### src/rtl/gpstg_pkg.sv
// Function
// (RULE1) Each trigger yields one pulse set: plate gate, gate start, gate stop, auxiliary pulse and master sync.
// (RULE2) The photocathode gate rises at the gate start event and falls at the gate stop event.
// (RULE3) The exposure window is high for the whole pulse set and falls about 15 ns after its last pulse; the code holds a one-cycle (50 ns) tail.
// (RULE4) In trigger-per-pulse mode a pulse set starts only on a trigger of its own.
// (RULE5) With the internal source selected, each set starts from the internal trigger.
// (RULE6) With the external source selected, each external trigger starts one set.
// (RULE7) In master-clock operation the internal trigger runs and the master sync output is enabled.
// (RULE8) While waiting for a trigger the sensor flush request stays asserted.
// (RULE9) The operator picks gate width and delay so that the gate covers the light event.
// (RULE10) In swept mode gate delay and width step from start values toward end values per frame.
// (RULE11) In static mode every pulse set uses the same fixed width and delay.
// (RULE12) In gate mode the photocathode is biased on only while the gate pulse is applied.
// (RULE13) The delayed master sync copies the primary one with both edges shifted later.
// (RULE14) The auxiliary pulse has a set width and starts a set delay after primary sync rises.
// (RULE15) Triggers during a running pulse set are ignored until the exposure window falls.
// (RULE16) Gate delay counts clock cycles from the starting trigger to the gate start event.
package gpstg_pkg;

    localparam int CLK_MHZ = 20;
    localparam int CLK_PERIOD_NS = 1000 / CLK_MHZ;
    localparam int EXPOSURE_WINDOW_TAIL_NS = 15;
    // Longest time rounds down but never below one cycle.
    localparam int EXPOSURE_WINDOW_TAIL_CYC =
        (EXPOSURE_WINDOW_TAIL_NS / CLK_PERIOD_NS) < 1 ? 1 :
        (EXPOSURE_WINDOW_TAIL_NS / CLK_PERIOD_NS);
    localparam int CNT_W = 24;
    localparam int SYNC_W_RST = 1;
    localparam int AUX_W_RST = 1;
    localparam int GATE_W_RST = 1;
    localparam int DELAY_RST = 0;
    localparam int PERIOD_RST = 20000;

    typedef enum logic [1:0] {
        GPSTG_IDLE,
        GPSTG_RUN,
        GPSTG_TAIL
    } gpstg_state_e;

endpackage

### src/rtl/gpstg_delay_line.sv
`timescale 1ns/1ps
// Delays a level by a programmable number of cycles. Edges closer together
// than the delay are each reproduced, up to the depth of the event memory.
module gpstg_delay_line #(
    parameter int CNT_W = 24,
    parameter int DEPTH = 8
) (
    input wire logic clk,
    input wire logic reset,
    input wire logic level_in,
    input wire logic [CNT_W-1:0] delay,
    output logic level_out
);
    localparam int AW = $clog2(DEPTH);

    logic [CNT_W-1:0] mem [DEPTH];
    logic [AW-1:0] wr_q;
    logic [AW-1:0] rd_q;
    logic [AW:0] fill_q;
    logic [CNT_W-1:0] now_q;
    logic prev_q;
    logic push;
    logic pop;

    // A zero delay bypasses the memory; an event stored then would only
    // come due after a full wrap of the cycle counter.
    assign push = (level_in != prev_q) && (delay != '0) &&
                  (fill_q != (AW+1)'(DEPTH));
    assign pop = (fill_q != '0) && (now_q == mem[rd_q]);

    always_ff @(posedge clk) begin
        if (reset) begin
            now_q <= '0;
            prev_q <= 1'b0;
        end else begin
            now_q <= now_q + 1'b1;
            prev_q <= level_in;
        end
    end

    always_ff @(posedge clk) begin
        if (push) begin
            mem[wr_q] <= now_q + delay;
        end
    end

    always_ff @(posedge clk) begin
        if (reset) begin
            wr_q <= '0;
            rd_q <= '0;
            fill_q <= '0;
        end else begin
            if (push) begin
                wr_q <= wr_q + 1'b1;
            end
            if (pop) begin
                rd_q <= rd_q + 1'b1;
            end
            fill_q <= fill_q + (AW+1)'(push) - (AW+1)'(pop);
        end
    end

    always_ff @(posedge clk) begin
        if (reset) begin
            level_out <= 1'b0;
        end else if (delay == '0) begin
            level_out <= level_in;
        end else if (pop) begin
            level_out <= ~level_out;
        end
    end
endmodule

### src/rtl/gpstg_timing_gen.sv
// Local design decisions: the strobed register port and the address map.
`timescale 1ns/1ps
module gpstg_timing_gen #(
    parameter int CNT_W = gpstg_pkg::CNT_W
) (
    input wire logic clk,
    input wire logic reset,
    input wire logic [CNT_W-1:0] addr,
    input wire logic [CNT_W-1:0] wdata,
    input wire logic wr,
    input wire logic rd,
    output logic [CNT_W-1:0] rdata,
    input wire logic ext_trigger,
    output logic plate_gate,
    output logic gate_start,
    output logic gate_stop,
    output logic photocathode_gate,
    output logic first_auxiliary_pulse,
    output logic master_sync_output,
    output logic primary_master_sync,
    output logic delayed_master_sync,
    output logic exposure_window,
    output logic sensor_flush
);
    localparam logic [CNT_W-1:0] A_CTRL = 'h0;
    localparam logic [CNT_W-1:0] A_PERIOD = 'h4;
    localparam logic [CNT_W-1:0] A_DLY_START = 'h8;
    localparam logic [CNT_W-1:0] A_DLY_END = 'hc;
    localparam logic [CNT_W-1:0] A_WID_START = 'h10;
    localparam logic [CNT_W-1:0] A_WID_END = 'h14;
    localparam logic [CNT_W-1:0] A_STEP = 'h18;
    localparam logic [CNT_W-1:0] A_SYNC_W = 'h1c;
    localparam logic [CNT_W-1:0] A_SYNC2_DLY = 'h20;
    localparam logic [CNT_W-1:0] A_AUX_DLY = 'h24;
    localparam logic [CNT_W-1:0] A_AUX_W = 'h28;
    localparam logic [CNT_W-1:0] A_STATUS = 'h2c;
    // Control bits: 0 enable, 1 external source, 2 sync out enable,
    // 3 swept mode, 4 gate mode.
    localparam int B_EN = 0;
    localparam int B_EXT = 1;
    localparam int B_SYNC = 2;
    localparam int B_SWEPT = 3;
    localparam int B_GATE = 4;

    ////////////////////////////////////////////////////////////////////////
    logic [4:0] ctrl_q;
    logic [CNT_W-1:0] period_q, dly_s_q, dly_e_q, wid_s_q, wid_e_q, step_q;
    logic [CNT_W-1:0] sync_w_q, sync2_q, aux_d_q, aux_w_q;
    logic [CNT_W-1:0] cur_dly_q, cur_wid_q;
    logic [CNT_W-1:0] int_cnt_q, set_cnt_q, tail_q, frames_q;
    logic int_trig_q;
    gpstg_pkg::gpstg_state_e state_q;

    function automatic logic [CNT_W-1:0] step_to(
        input logic [CNT_W-1:0] cur,
        input logic [CNT_W-1:0] fin,
        input logic [CNT_W-1:0] stp
    );
        if (cur < fin) begin
            step_to = (fin - cur > stp) ? cur + stp : fin;
        end else begin
            step_to = (cur - fin > stp) ? cur - stp : fin;
        end
    endfunction

    always_ff @(posedge clk) begin
        if (reset) begin
            ctrl_q <= '0;
            period_q <= CNT_W'(gpstg_pkg::PERIOD_RST);
            dly_s_q <= CNT_W'(gpstg_pkg::DELAY_RST);
            dly_e_q <= CNT_W'(gpstg_pkg::DELAY_RST);
            wid_s_q <= CNT_W'(gpstg_pkg::GATE_W_RST);
            wid_e_q <= CNT_W'(gpstg_pkg::GATE_W_RST);
            step_q <= '0;
            sync_w_q <= CNT_W'(gpstg_pkg::SYNC_W_RST);
            sync2_q <= '0;
            aux_d_q <= '0;
            aux_w_q <= CNT_W'(gpstg_pkg::AUX_W_RST);
        end else if (wr) begin
            case (addr)
                A_CTRL: ctrl_q <= wdata[4:0];
                A_PERIOD: period_q <= wdata;
                A_DLY_START: dly_s_q <= wdata;
                A_DLY_END: dly_e_q <= wdata;
                A_WID_START: wid_s_q <= wdata;
                A_WID_END: wid_e_q <= wdata;
                A_STEP: step_q <= wdata;
                A_SYNC_W: sync_w_q <= wdata;
                A_SYNC2_DLY: sync2_q <= wdata;
                A_AUX_DLY: aux_d_q <= wdata;
                A_AUX_W: aux_w_q <= wdata;
                default: ;
            endcase
        end
    end

    always_ff @(posedge clk) begin
        if (reset) begin
            rdata <= '0;
        end else if (rd) begin
            case (addr)
                A_CTRL: rdata <= CNT_W'(ctrl_q);
                A_PERIOD: rdata <= period_q;
                A_DLY_START: rdata <= dly_s_q;
                A_DLY_END: rdata <= dly_e_q;
                A_WID_START: rdata <= wid_s_q;
                A_WID_END: rdata <= wid_e_q;
                A_STEP: rdata <= step_q;
                A_SYNC_W: rdata <= sync_w_q;
                A_SYNC2_DLY: rdata <= sync2_q;
                A_AUX_DLY: rdata <= aux_d_q;
                A_AUX_W: rdata <= aux_w_q;
                A_STATUS: rdata <= {frames_q[CNT_W-3:0],
                                    exposure_window, sensor_flush};
                default: rdata <= '0;
            endcase
        end else begin
            rdata <= '0;
        end
    end

    ////////////////////////////////////////////////////////////////////////
    // Internal trigger: one pulse every period_q cycles while enabled with the internal source selected.
    always_ff @(posedge clk) begin
        if (reset || !ctrl_q[B_EN] || ctrl_q[B_EXT]) begin
            int_cnt_q <= '0;
            int_trig_q <= 1'b0;
        end else if (int_cnt_q + 1'b1 >= period_q) begin
            int_cnt_q <= '0;
            int_trig_q <= 1'b1; // [RULE5] [RULE7]
        end else begin
            int_cnt_q <= int_cnt_q + 1'b1;
            int_trig_q <= 1'b0;
        end
    end

    logic trig_sel, trig_take;
    // Source mixing is not supported, so only the selected one is seen.
    assign trig_sel = ctrl_q[B_EXT] ? ext_trigger : int_trig_q; // [RULE6]
    // Triggers seen while a set runs are dropped, not queued.
    assign trig_take = ctrl_q[B_EN] && trig_sel &&
                       state_q == gpstg_pkg::GPSTG_IDLE; // [RULE4] [RULE15]

    logic [CNT_W-1:0] stop_at, aux_end, sync_end, set_end;
    assign stop_at = cur_dly_q + cur_wid_q;
    assign aux_end = aux_d_q + aux_w_q;
    assign sync_end = sync_w_q + sync2_q;
    always_comb begin
        set_end = stop_at;
        if (aux_end > set_end) begin
            set_end = aux_end;
        end
        if (ctrl_q[B_SYNC] && sync_end > set_end) begin
            set_end = sync_end;
        end
    end

    always_ff @(posedge clk) begin
        if (reset) begin
            state_q <= gpstg_pkg::GPSTG_IDLE;
            set_cnt_q <= '0;
            tail_q <= '0;
        end else begin
            case (state_q)
                gpstg_pkg::GPSTG_IDLE: begin
                    set_cnt_q <= '0;
                    if (trig_take) begin
                        state_q <= gpstg_pkg::GPSTG_RUN; // [RULE1]
                    end
                end
                gpstg_pkg::GPSTG_RUN: begin
                    set_cnt_q <= set_cnt_q + 1'b1;
                    // The run includes the last end time itself, so the
                    // closing edges of the set are still produced.
                    if (set_cnt_q >= set_end) begin
                        state_q <= gpstg_pkg::GPSTG_TAIL;
                        tail_q <= '0;
                    end
                end
                gpstg_pkg::GPSTG_TAIL: begin
                    tail_q <= tail_q + 1'b1;
                    if (tail_q + 1'b1 >= CNT_W'(gpstg_pkg::EXPOSURE_WINDOW_TAIL_CYC)) begin
                        state_q <= gpstg_pkg::GPSTG_IDLE; // [RULE3]
                    end
                end
                default: state_q <= gpstg_pkg::GPSTG_IDLE;
            endcase
        end
    end

    // Width and delay step between sets in swept mode, or reload on any cycle while enable is clear, even inside a set.
    always_ff @(posedge clk) begin
        if (reset) begin
            cur_dly_q <= CNT_W'(gpstg_pkg::DELAY_RST);
            cur_wid_q <= CNT_W'(gpstg_pkg::GATE_W_RST);
            frames_q <= '0;
        end else if (!ctrl_q[B_EN]) begin
            cur_dly_q <= dly_s_q; // [RULE11]
            cur_wid_q <= wid_s_q; // [RULE11]
            frames_q <= '0;
        end else if (state_q == gpstg_pkg::GPSTG_TAIL &&
                     tail_q + 1'b1 >= CNT_W'(gpstg_pkg::EXPOSURE_WINDOW_TAIL_CYC)) begin
            frames_q <= frames_q + 1'b1;
            if (ctrl_q[B_SWEPT]) begin
                cur_dly_q <= step_to(cur_dly_q, dly_e_q, step_q); // [RULE10]
                cur_wid_q <= step_to(cur_wid_q, wid_e_q, step_q); // [RULE10]
            end
        end
    end

    ////////////////////////////////////////////////////////////////////////
    logic run;
    logic [CNT_W-1:0] t;
    assign run = state_q == gpstg_pkg::GPSTG_RUN;
    assign t = set_cnt_q;

    logic sync_d;
    logic exp_d;
    // The delay line takes the next sync value, so both copies share one
    // register stage and the programmed delay is exact.
    assign sync_d = run && ctrl_q[B_SYNC] && t < sync_w_q;
    // Flush is the exact complement of the window, so no idle cycle is lost.
    assign exp_d = trig_take ||
                   (state_q != gpstg_pkg::GPSTG_IDLE &&
                    !(state_q == gpstg_pkg::GPSTG_TAIL &&
                      tail_q + 1'b1 >=
                      CNT_W'(gpstg_pkg::EXPOSURE_WINDOW_TAIL_CYC)));

    always_ff @(posedge clk) begin
        if (reset) begin
            gate_start <= 1'b0;
            gate_stop <= 1'b0;
            plate_gate <= 1'b0;
            photocathode_gate <= 1'b0;
            first_auxiliary_pulse <= 1'b0;
            primary_master_sync <= 1'b0;
            exposure_window <= 1'b0;
        end else begin
            gate_start <= run && t == cur_dly_q; // [RULE16]
            gate_stop <= run && t == stop_at;
            plate_gate <= run && t >= cur_dly_q && t < stop_at; // [RULE1]
            // Bias is on only inside the gate when gate mode is chosen.
            photocathode_gate <= run && ctrl_q[B_GATE] &&
                                 t >= cur_dly_q && t < stop_at; // [RULE2] [RULE12]
            first_auxiliary_pulse <= run && t >= aux_d_q &&
                                     t < aux_end; // [RULE14]
            primary_master_sync <= sync_d; // [RULE7]
            exposure_window <= exp_d; // [RULE3]
        end
    end

    assign master_sync_output = primary_master_sync;

    // Flush runs whenever no set is in progress.
    always_ff @(posedge clk) begin
        if (reset) begin
            sensor_flush <= 1'b1;
        end else begin
            sensor_flush <= !exp_d; // [RULE8]
        end
    end

    gpstg_delay_line #(
        .CNT_W(CNT_W),
        .DEPTH(8)
    ) u_sync2 (
        .clk(clk),
        .reset(reset),
        .level_in(sync_d),
        .delay(sync2_q),
        .level_out(delayed_master_sync) // [RULE13]
    );
endmodule

### config.mk
export PLATFORM = sky130hd
export DESIGN_NAME = gpstg_timing_gen
export DESIGN_NICKNAME = d
export VERILOG_FILES = /design/src/rtl/gpstg_pkg.sv /design/src/rtl/gpstg_delay_line.sv /design/src/rtl/gpstg_timing_gen.sv
export SDC_FILE = /design/constraint.sdc
export NUM_CORES = 2
export LEC_CHECK = 0
export BUFFER_PORTS_ARGS = -buffer_cell sky130_fd_sc_hd__buf_2
export CAP_MARGIN = 0
export CELL_PAD_IN_SITES_DETAIL_PLACEMENT = 2
export CELL_PAD_IN_SITES_GLOBAL_PLACEMENT = 2
export CORE_UTILIZATION = 43
export DETAILED_ROUTE_END_ITERATION = 16
export PLACE_DENSITY_LB_ADDON = 0.1
export REMOVE_ABC_BUFFERS = 1
export SLEW_MARGIN = 5
export SYNTH_ARGS = -nofsm -noshare
export SYNTH_HDL_FRONTEND = slang
export SYNTH_SLANG_ARGS = --single-unit
### constraint.sdc
create_clock -name clk -period 28 [get_ports clk]
set_input_delay 2.8 -clock clk [delete_from_list [all_inputs] [get_ports clk]]
set_output_delay 2.8 -clock clk [all_outputs]
set_load 0.1 [all_outputs]
# --- After elaboration in Yosys (flattened, before gate mapping) ---
# Memory sizes are Yosys's and may differ from the RTL's. A register that Yosys moved wholly into a read port is not among the register bits.
# Cells that the tools add are included.
op_classes:
  add_sub_neg: 21
  order_cmp: 16
  eq_ne: 23
  muxes: 30
  bitwise_logic: 3
  reduce_logical: 51
op_table:
  columns: ["cell", "count"]
  rows:
  - ["two-way mux 24 bit", 15]
  - ["case mux 24 bit (12 select lines)", 1]
  - ["adder 24 bit", 6]
  - ["greater-than comparator 24 bit", 6]
  - ["subtractor 24 bit", 6]
  - ["adder 24 x 1 -> 24 bit, second input constant", 5]
  - ["less-than comparator 24 bit", 5]
  - ["== test 24 x 5 -> 1 bit, second input constant", 4]
  - ["== test 24 x 6 -> 1 bit, second input constant", 4]
  - [">= comparator 24 bit", 4]
  - ["case mux 24 bit (2 select lines)", 2]
  - ["== test 24 bit", 3]
  - ["== test 24 x 4 -> 1 bit, second input constant", 2]
  - ["zero test 24 bit", 2]
  - ["AND reduction 2 bit", 13]
  - ["== test 24 x 3 -> 1 bit, second input constant", 1]
  - [">= comparator 24 x 1 -> 1 bit, second input constant", 1]
  - ["nonzero test 24 bit", 1]
  - ["logical AND 1 bit", 19]
  - ["inequality test 2 x 1 -> 1 bit, second input constant", 4]
  - ["nonzero test 2 bit", 4]
  - ["adder 3 x 1 -> 3 bit, second input constant", 2]
  - ["two-way mux 1 bit", 6]
  - ["two-way mux 2 bit", 3]
  - ["16 further kinds", 25]
word_totals:
  regBits: 459
  ramBits: 192
  n_memories: 1
memory_table:
  columns: ["memory", "depth", "width", "rd", "rd_clocked_by_memory_dff", "wr", "line_no", "rtl"]
  rows:
  - ["u_sync2.mem", 8, 24, 1, 1, 1, "gpstg_delay_line.sv:16", "logic [CNT_W-1:0] mem [DEPTH];"]

# --- Depth between registers and ports, before layout ---
depth:
  depth_word: 9
  mapped_depth: 48

# --- Cells and area by module ---
# Synthesis repeated with hierarchy kept, for this count alone.
unflattened:
  cells_unflattened: 5697
  area_unflattened_um2: 48250.0
modules_own_cells:
  columns: ["module", "instances", "cells_each", "area_per_inst_um2", "seq_area_each_um2"]
  rows:
  - ["gpstg_timing_gen", 1, 5037, 38002.7, 8448.1]
  - ["gpstg_delay_line", 1, 660, 10247.3, 6546.3]

# --- Worst setup path after synthesis ---
# Ideal clock, no wire load.
synth_timing:
  kind: "register -> register"
  startpoint: "reg cur_dly_q[1]"
  endpoint: "reg tail_q[10]"
  setup_time_ns: 0.095
  arrival_ns: 9.065
  t_required_ns: 27.905
  slack_ns: 18.840
  stages_incl_launch_ff: 45
  n_path_buf: 5
  period_less_slack_ns: 9.160
  cell_sequence: "dfxtp_1 -> inv_1 -> fa_1 -> nand2b_1 -> a211oi_1 -> o311ai_1 -> a21oi_1 -> a31oi_1 -> nand2_1 -> a21o_1 -> a31oi_1 -> xor2_1 -> ha_1 -> and3_1 -> a221o_1 -> a21oi_1 -> o31a_1 -> o41a_1 -> (+9 left out) -> o311a_1 -> a211o_1 -> clkbuf_1 -> clkbuf_1 -> o211ai_1 -> ha_1 -> a21o_1 -> a21o_1 -> a21o_1 -> a21o_1 -> a21oi_1 -> o21ai_0 -> a21oi_1 -> o21ai_0 -> a31oi_1 -> o21ai_0 -> clkbuf_1 -> a221oi_1"
synth_between:
  elab_chain_cells: 9
synth_lines:
  columns: ["item", "line_no", "rtl"]
  rows:
  - ["start, declared", "gpstg_timing_gen.sv:49", "logic [CNT_W-1:0] cur_dly_q, cur_wid_q;"]
  - ["start signal, assigned", "gpstg_timing_gen.sv:194", "cur_dly_q <= CNT_W'(gpstg_pkg::DELAY_RST);"]
  - ["start signal, assigned", "gpstg_timing_gen.sv:198", "cur_dly_q <= dly_s_q;"]
  - ["start signal, assigned", "gpstg_timing_gen.sv:205", "cur_dly_q <= step_to(cur_dly_q, dly_e_q, step_q);"]
  - ["adder 24 bit *", "gpstg_timing_gen.sv:145", "assign stop_at = cur_dly_q + cur_wid_q;"]
  - ["greater-than comparator 24 bit", "gpstg_timing_gen.sv:150", "if (aux_end > set_end) begin"]
  - ["two-way mux 24 bit *", "gpstg_timing_gen.sv:150", null]
  - ["greater-than comparator 24 bit", "gpstg_timing_gen.sv:153", "if (ctrl_q[B_SYNC] && sync_end > set_end) begin"]
  - ["logical AND 1 bit", "gpstg_timing_gen.sv:153", null]
  - ["two-way mux 24 bit *", "gpstg_timing_gen.sv:153", null]
  - [">= comparator 24 bit *", "gpstg_timing_gen.sv:175", "if (set_cnt_q >= set_end) begin"]
  - ["inequality test 2 x 1 -> 1 bit (no source line) *", null, null]
  - ["AND reduction 2 bit (no source line) *", null, null]
  - ["end signal, assigned", "gpstg_timing_gen.sv:181", "tail_q <= tail_q + 1'b1;"]
  - ["end, declared", "gpstg_timing_gen.sv:50", "logic [CNT_W-1:0] int_cnt_q, set_cnt_q, tail_q, frames_q;"]
# Mark *: on every way between the ends. The rest lies on a longest branch, timed or not.
# A chain may end at the register's enable or synchronous reset.

# --- Worst setup path in the final report ---
layout_timing:
  startpoint: "reg cur_wid_q[1]"
  endpoint: "reg tail_q[2]"
layout_between:
  elab_chain_cells: 9
layout_lines:
  columns: ["item", "line_no", "rtl"]
  rows:
  - ["start, declared", "gpstg_timing_gen.sv:49", null]
  - ["start signal, assigned", "gpstg_timing_gen.sv:195", "cur_wid_q <= CNT_W'(gpstg_pkg::GATE_W_RST);"]
  - ["start signal, assigned", "gpstg_timing_gen.sv:199", "cur_wid_q <= wid_s_q;"]
  - ["start signal, assigned", "gpstg_timing_gen.sv:206", "cur_wid_q <= step_to(cur_wid_q, wid_e_q, step_q);"]
  - ["adder 24 bit *", "gpstg_timing_gen.sv:145", null]
  - ["greater-than comparator 24 bit", "gpstg_timing_gen.sv:150", null]
  - ["two-way mux 24 bit *", "gpstg_timing_gen.sv:150", null]
  - ["greater-than comparator 24 bit", "gpstg_timing_gen.sv:153", null]
  - ["logical AND 1 bit", "gpstg_timing_gen.sv:153", null]
  - ["two-way mux 24 bit *", "gpstg_timing_gen.sv:153", null]
  - [">= comparator 24 bit *", "gpstg_timing_gen.sv:175", null]
  - ["inequality test 2 x 1 -> 1 bit (no source line) *", null, null]
  - ["AND reduction 2 bit (no source line) *", null, null]
# Marks and branches as above.

==> metrics.txt <==
insertion delay to the later sink of the worst-skew pair=690 ps; count of nets left with antenna violations after detail routing=0; Filler Cell Count=12137; TNS Setup=0 ps; count of cells along the worst register-to-register path=between 40 and 50; critical path peak fanout=36; clock transition at the registers of the reported paths=about 60 ps; layout cell share with drive strength beyond 1=under 10%; post-cts repair resize count=0; horizontal extent of the die=336 um; clock net sink count=~650; average via count per standard cell=6.51; outcome=completed; Total Power Consumption=around 0.0021 W; number of hold-repair buffers added at the cts stage=0; Critical Path Start Type=flip-flop; DR iter-0 viols=~3400; critical setup path kind=flip-flop to flip-flop; core area=111000 um2; fraction of registers with async set/reset=0%; Critical Path AT=about 12000 ps; Total Nets Final=roughly 6300; Cells after Synth=approximately 5600; cell area after layout=52700 um2; number of synthesized flops with an enable pin=192; initial standard-cell utilization of the core=around 43%; standard-cell rows=around 120; largest register by flop count=u_sync2.mem; count of cell types in the netlist=about 90; Final Skew=around 25 ps; number of flip-flops under the largest register name=about 190; sequential element share of the synthesized area=between 30% and 40%; worst ir drop on vdd=a little over 60 uV; maximum number of pins on one net before global-route repair=~170; drt wl/cell=approximately 32 um; 1st-pass router iterations=7; crit share post-route=between 40% and 50%; Num CTS Buffers=79; number of synthesis warnings=0; reg-to-reg endpoint=tail_q[2]; routed wire length=about 230000 um; Final setup violation count=0; Root Buffer=clkbuf_16; worst hold slack after final layout=approximately 480 ps; buffer depth of the longest clock path=3; unrepaired setup endpoints after global routing=no; antenna violations before repair=7; die area=113000 um2; vertical extent of the die=~340 um; Final GP Congestion=0.959; wire length of the first global-routing pass=334000 um; mean post-synth cell area=approximately 8.5 um2; worst-path cell with the longest stage delay=o21ai_0; first element of the critical path=cur_wid_q[1]; Layout Area Growth over Synthesis=10.1%; power density over the cells=40.4 nW/um2; capturing element of the worst setup path=tail_q[2]; via count of the first global-routing pass=50120; placement-stage cell area=~50000 um2; setup slack, reg-to-reg=roughly 17000 ps; post-detail-place hpwl=171000 um; max-slew violation count=0; area of the mapped netlist=approximately 48000 um2; Worst Setup End Kind=flip-flop; number of endpoints with negative hold slack in the final report=0; number of maximum-capacitance constraint violations=0; Congestion Overflow GR=0; required time at the worst-slack endpoint=around 29000 ps; total I/O pin count=87; delay of the slowest critical-path stage=approximately 670 ps; number of buffers added on ports=86; GRT Overall Usage=roughly 40%; worst flop-to-flop path startpoint=cur_wid_q[1]; total via count after detailed routing=46673; most instantiated flip-flop cell in the synthesis netlist=dfxtp_1; worst rel slew slack=between 20% and 30%; synthesized flop and latch total=between 600 and 700; Post-CTS Setup Bufs=0; clock tree from TritonCTS=done; worst slew pin tran=roughly 1200 ps; Max Fclk=87.4 MHz; minimum clock period after layout=around 11000 ps; H-tree depth=3; leakage power total=around 21 nW; number of remaining DRC errors=0; Hold Crit Class=flip-flop to flip-flop
==> where the power goes <==
part           total [W]  switching, W  internal, W
combinational  0.0000311     0.0000258   0.00000525
clock            0.00113      0.000479     0.000653
sequential      0.000967   0.000000784     0.000967
==> cell usage in the layout, fill, tap and decap left out, types with 76 or more instances in the layout <==
master	synthesis	routed
ha_1	596	596
a21oi_1	586	585
a21o_1	189	189
clkbuf_16	0	80
o21ai_0	221	220
dfxtp_1	460	457
a221oi_1	77	77
xor2_1	116	116
nor3_1	99	82
nand2_1	688	687
nor2_1	377	362
edfxtp_1	192	192
nand3_1	119	119
buf_4	1	82
nor2b_1	76	76
xnor2_1	183	183
buf_2	13	85
inv_1	354	353
==> metrics by stage <==
stage	instances	worst slack, ps	util, %
finish	7173	16560	47.7
global route	7171	16050	47.7
CTS	7171	16570	47.7
detailed placement	7025	16670	45.2
global placement	7025	16920	45.2
floorplan	5367	18090	-
==> cells by family after synthesis <==
family	after synthesis	synth area share, %
DFF	652	31.3
adders and majority gates	610	16.1
and+or+nand+nor	1705	16.3
AOI/OAI and AO/OA	1659	22.7
xor gates and xnor gates	299	5.47
muxes	86	3.08
buffers and inverters	632	5.01
==> cell type report <==
type                            instances  area (um2)  area share (%)
Multi-Input combinational cell       4359       30700            58.2
Sequential cell                       652       15000            28.4
Clock buffer                          105        2210            4.18
Tap cell                             1488        1860            3.53
Inverter                              356        1340            2.53
Timing Repair Buffer                  170        1100            2.08
Clock inverter                         41         546            1.03
Antenna cell                            2        5.00         0.00949
==> cell usage after synthesis, drive strengths merged, types with 31 or more instances <==
cell type / count / area [um2]
dfxtp: 460 / 9210
a22o: 53 / 464
nor2b: 76 / 475
buf: 31 / 144
xnor2: 183 / 1600
and3: 46 / 288
ha: 596 / 7460
o211ai: 50 / 375
a21o: 189 / 1420
o21bai: 42 / 315
nor2: 377 / 1420
a31oi: 55 / 359
inv: 354 / 1330
or3: 35 / 219
edfxtp: 192 / 5770
a221oi: 77 / 674
mux4: 48 / 1080
xor2: 116 / 1020
mux2i: 31 / 310
a211oi: 54 / 410
nand4: 75 / 469
nor4: 36 / 238
nor3: 101 / 516
o21ai: 227 / 1140
nand2: 689 / 2590
nand2b: 62 / 388
clkbuf: 245 / 920
o21a: 46 / 345
a21oi: 586 / 2930
nand3: 120 / 606
==> worst min-delay path by stage <==
stage,from,to,slack (ps),cells past startpoint
after floorplan,wid_s_q[14],wid_s_q[14],440,2
after global placement,dly_s_q[12],dly_s_q[12],460,2
after detailed placement,dly_s_q[19],dly_s_q[19],470,2
after CTS,dly_s_q[20],dly_s_q[20],480,2
after global routing,dly_s_q[20],dly_s_q[20],500,2
final,dly_s_q[20],dly_s_q[20],480,2
==> critical path, delay by kind of cell (launching register included) <==
kind,cells,cell delay (ps)
compound gates,29,7000
fa+ha+maj,4,1230
buf+inv,3,840
simple gates,5,760
flops,1,520
xor+xnor,1,500
mux,1,410
==> metal layers <==
| layer | up-vias | wire length [um] | GRT usage (%) |
|---|---|---|---|
| met1 | 24005 | 91100 | 46.6 |
| met5 | - | 56 | 0 |
| li1 | 20420 | - | - |
| met4 | 8 | 14500 | 23.3 |
| met2 | 1604 | 111000 | 68.7 |
| met3 | 636 | 12600 | 5.82 |
No activity file was read; power rests on OpenSTA's default activity.
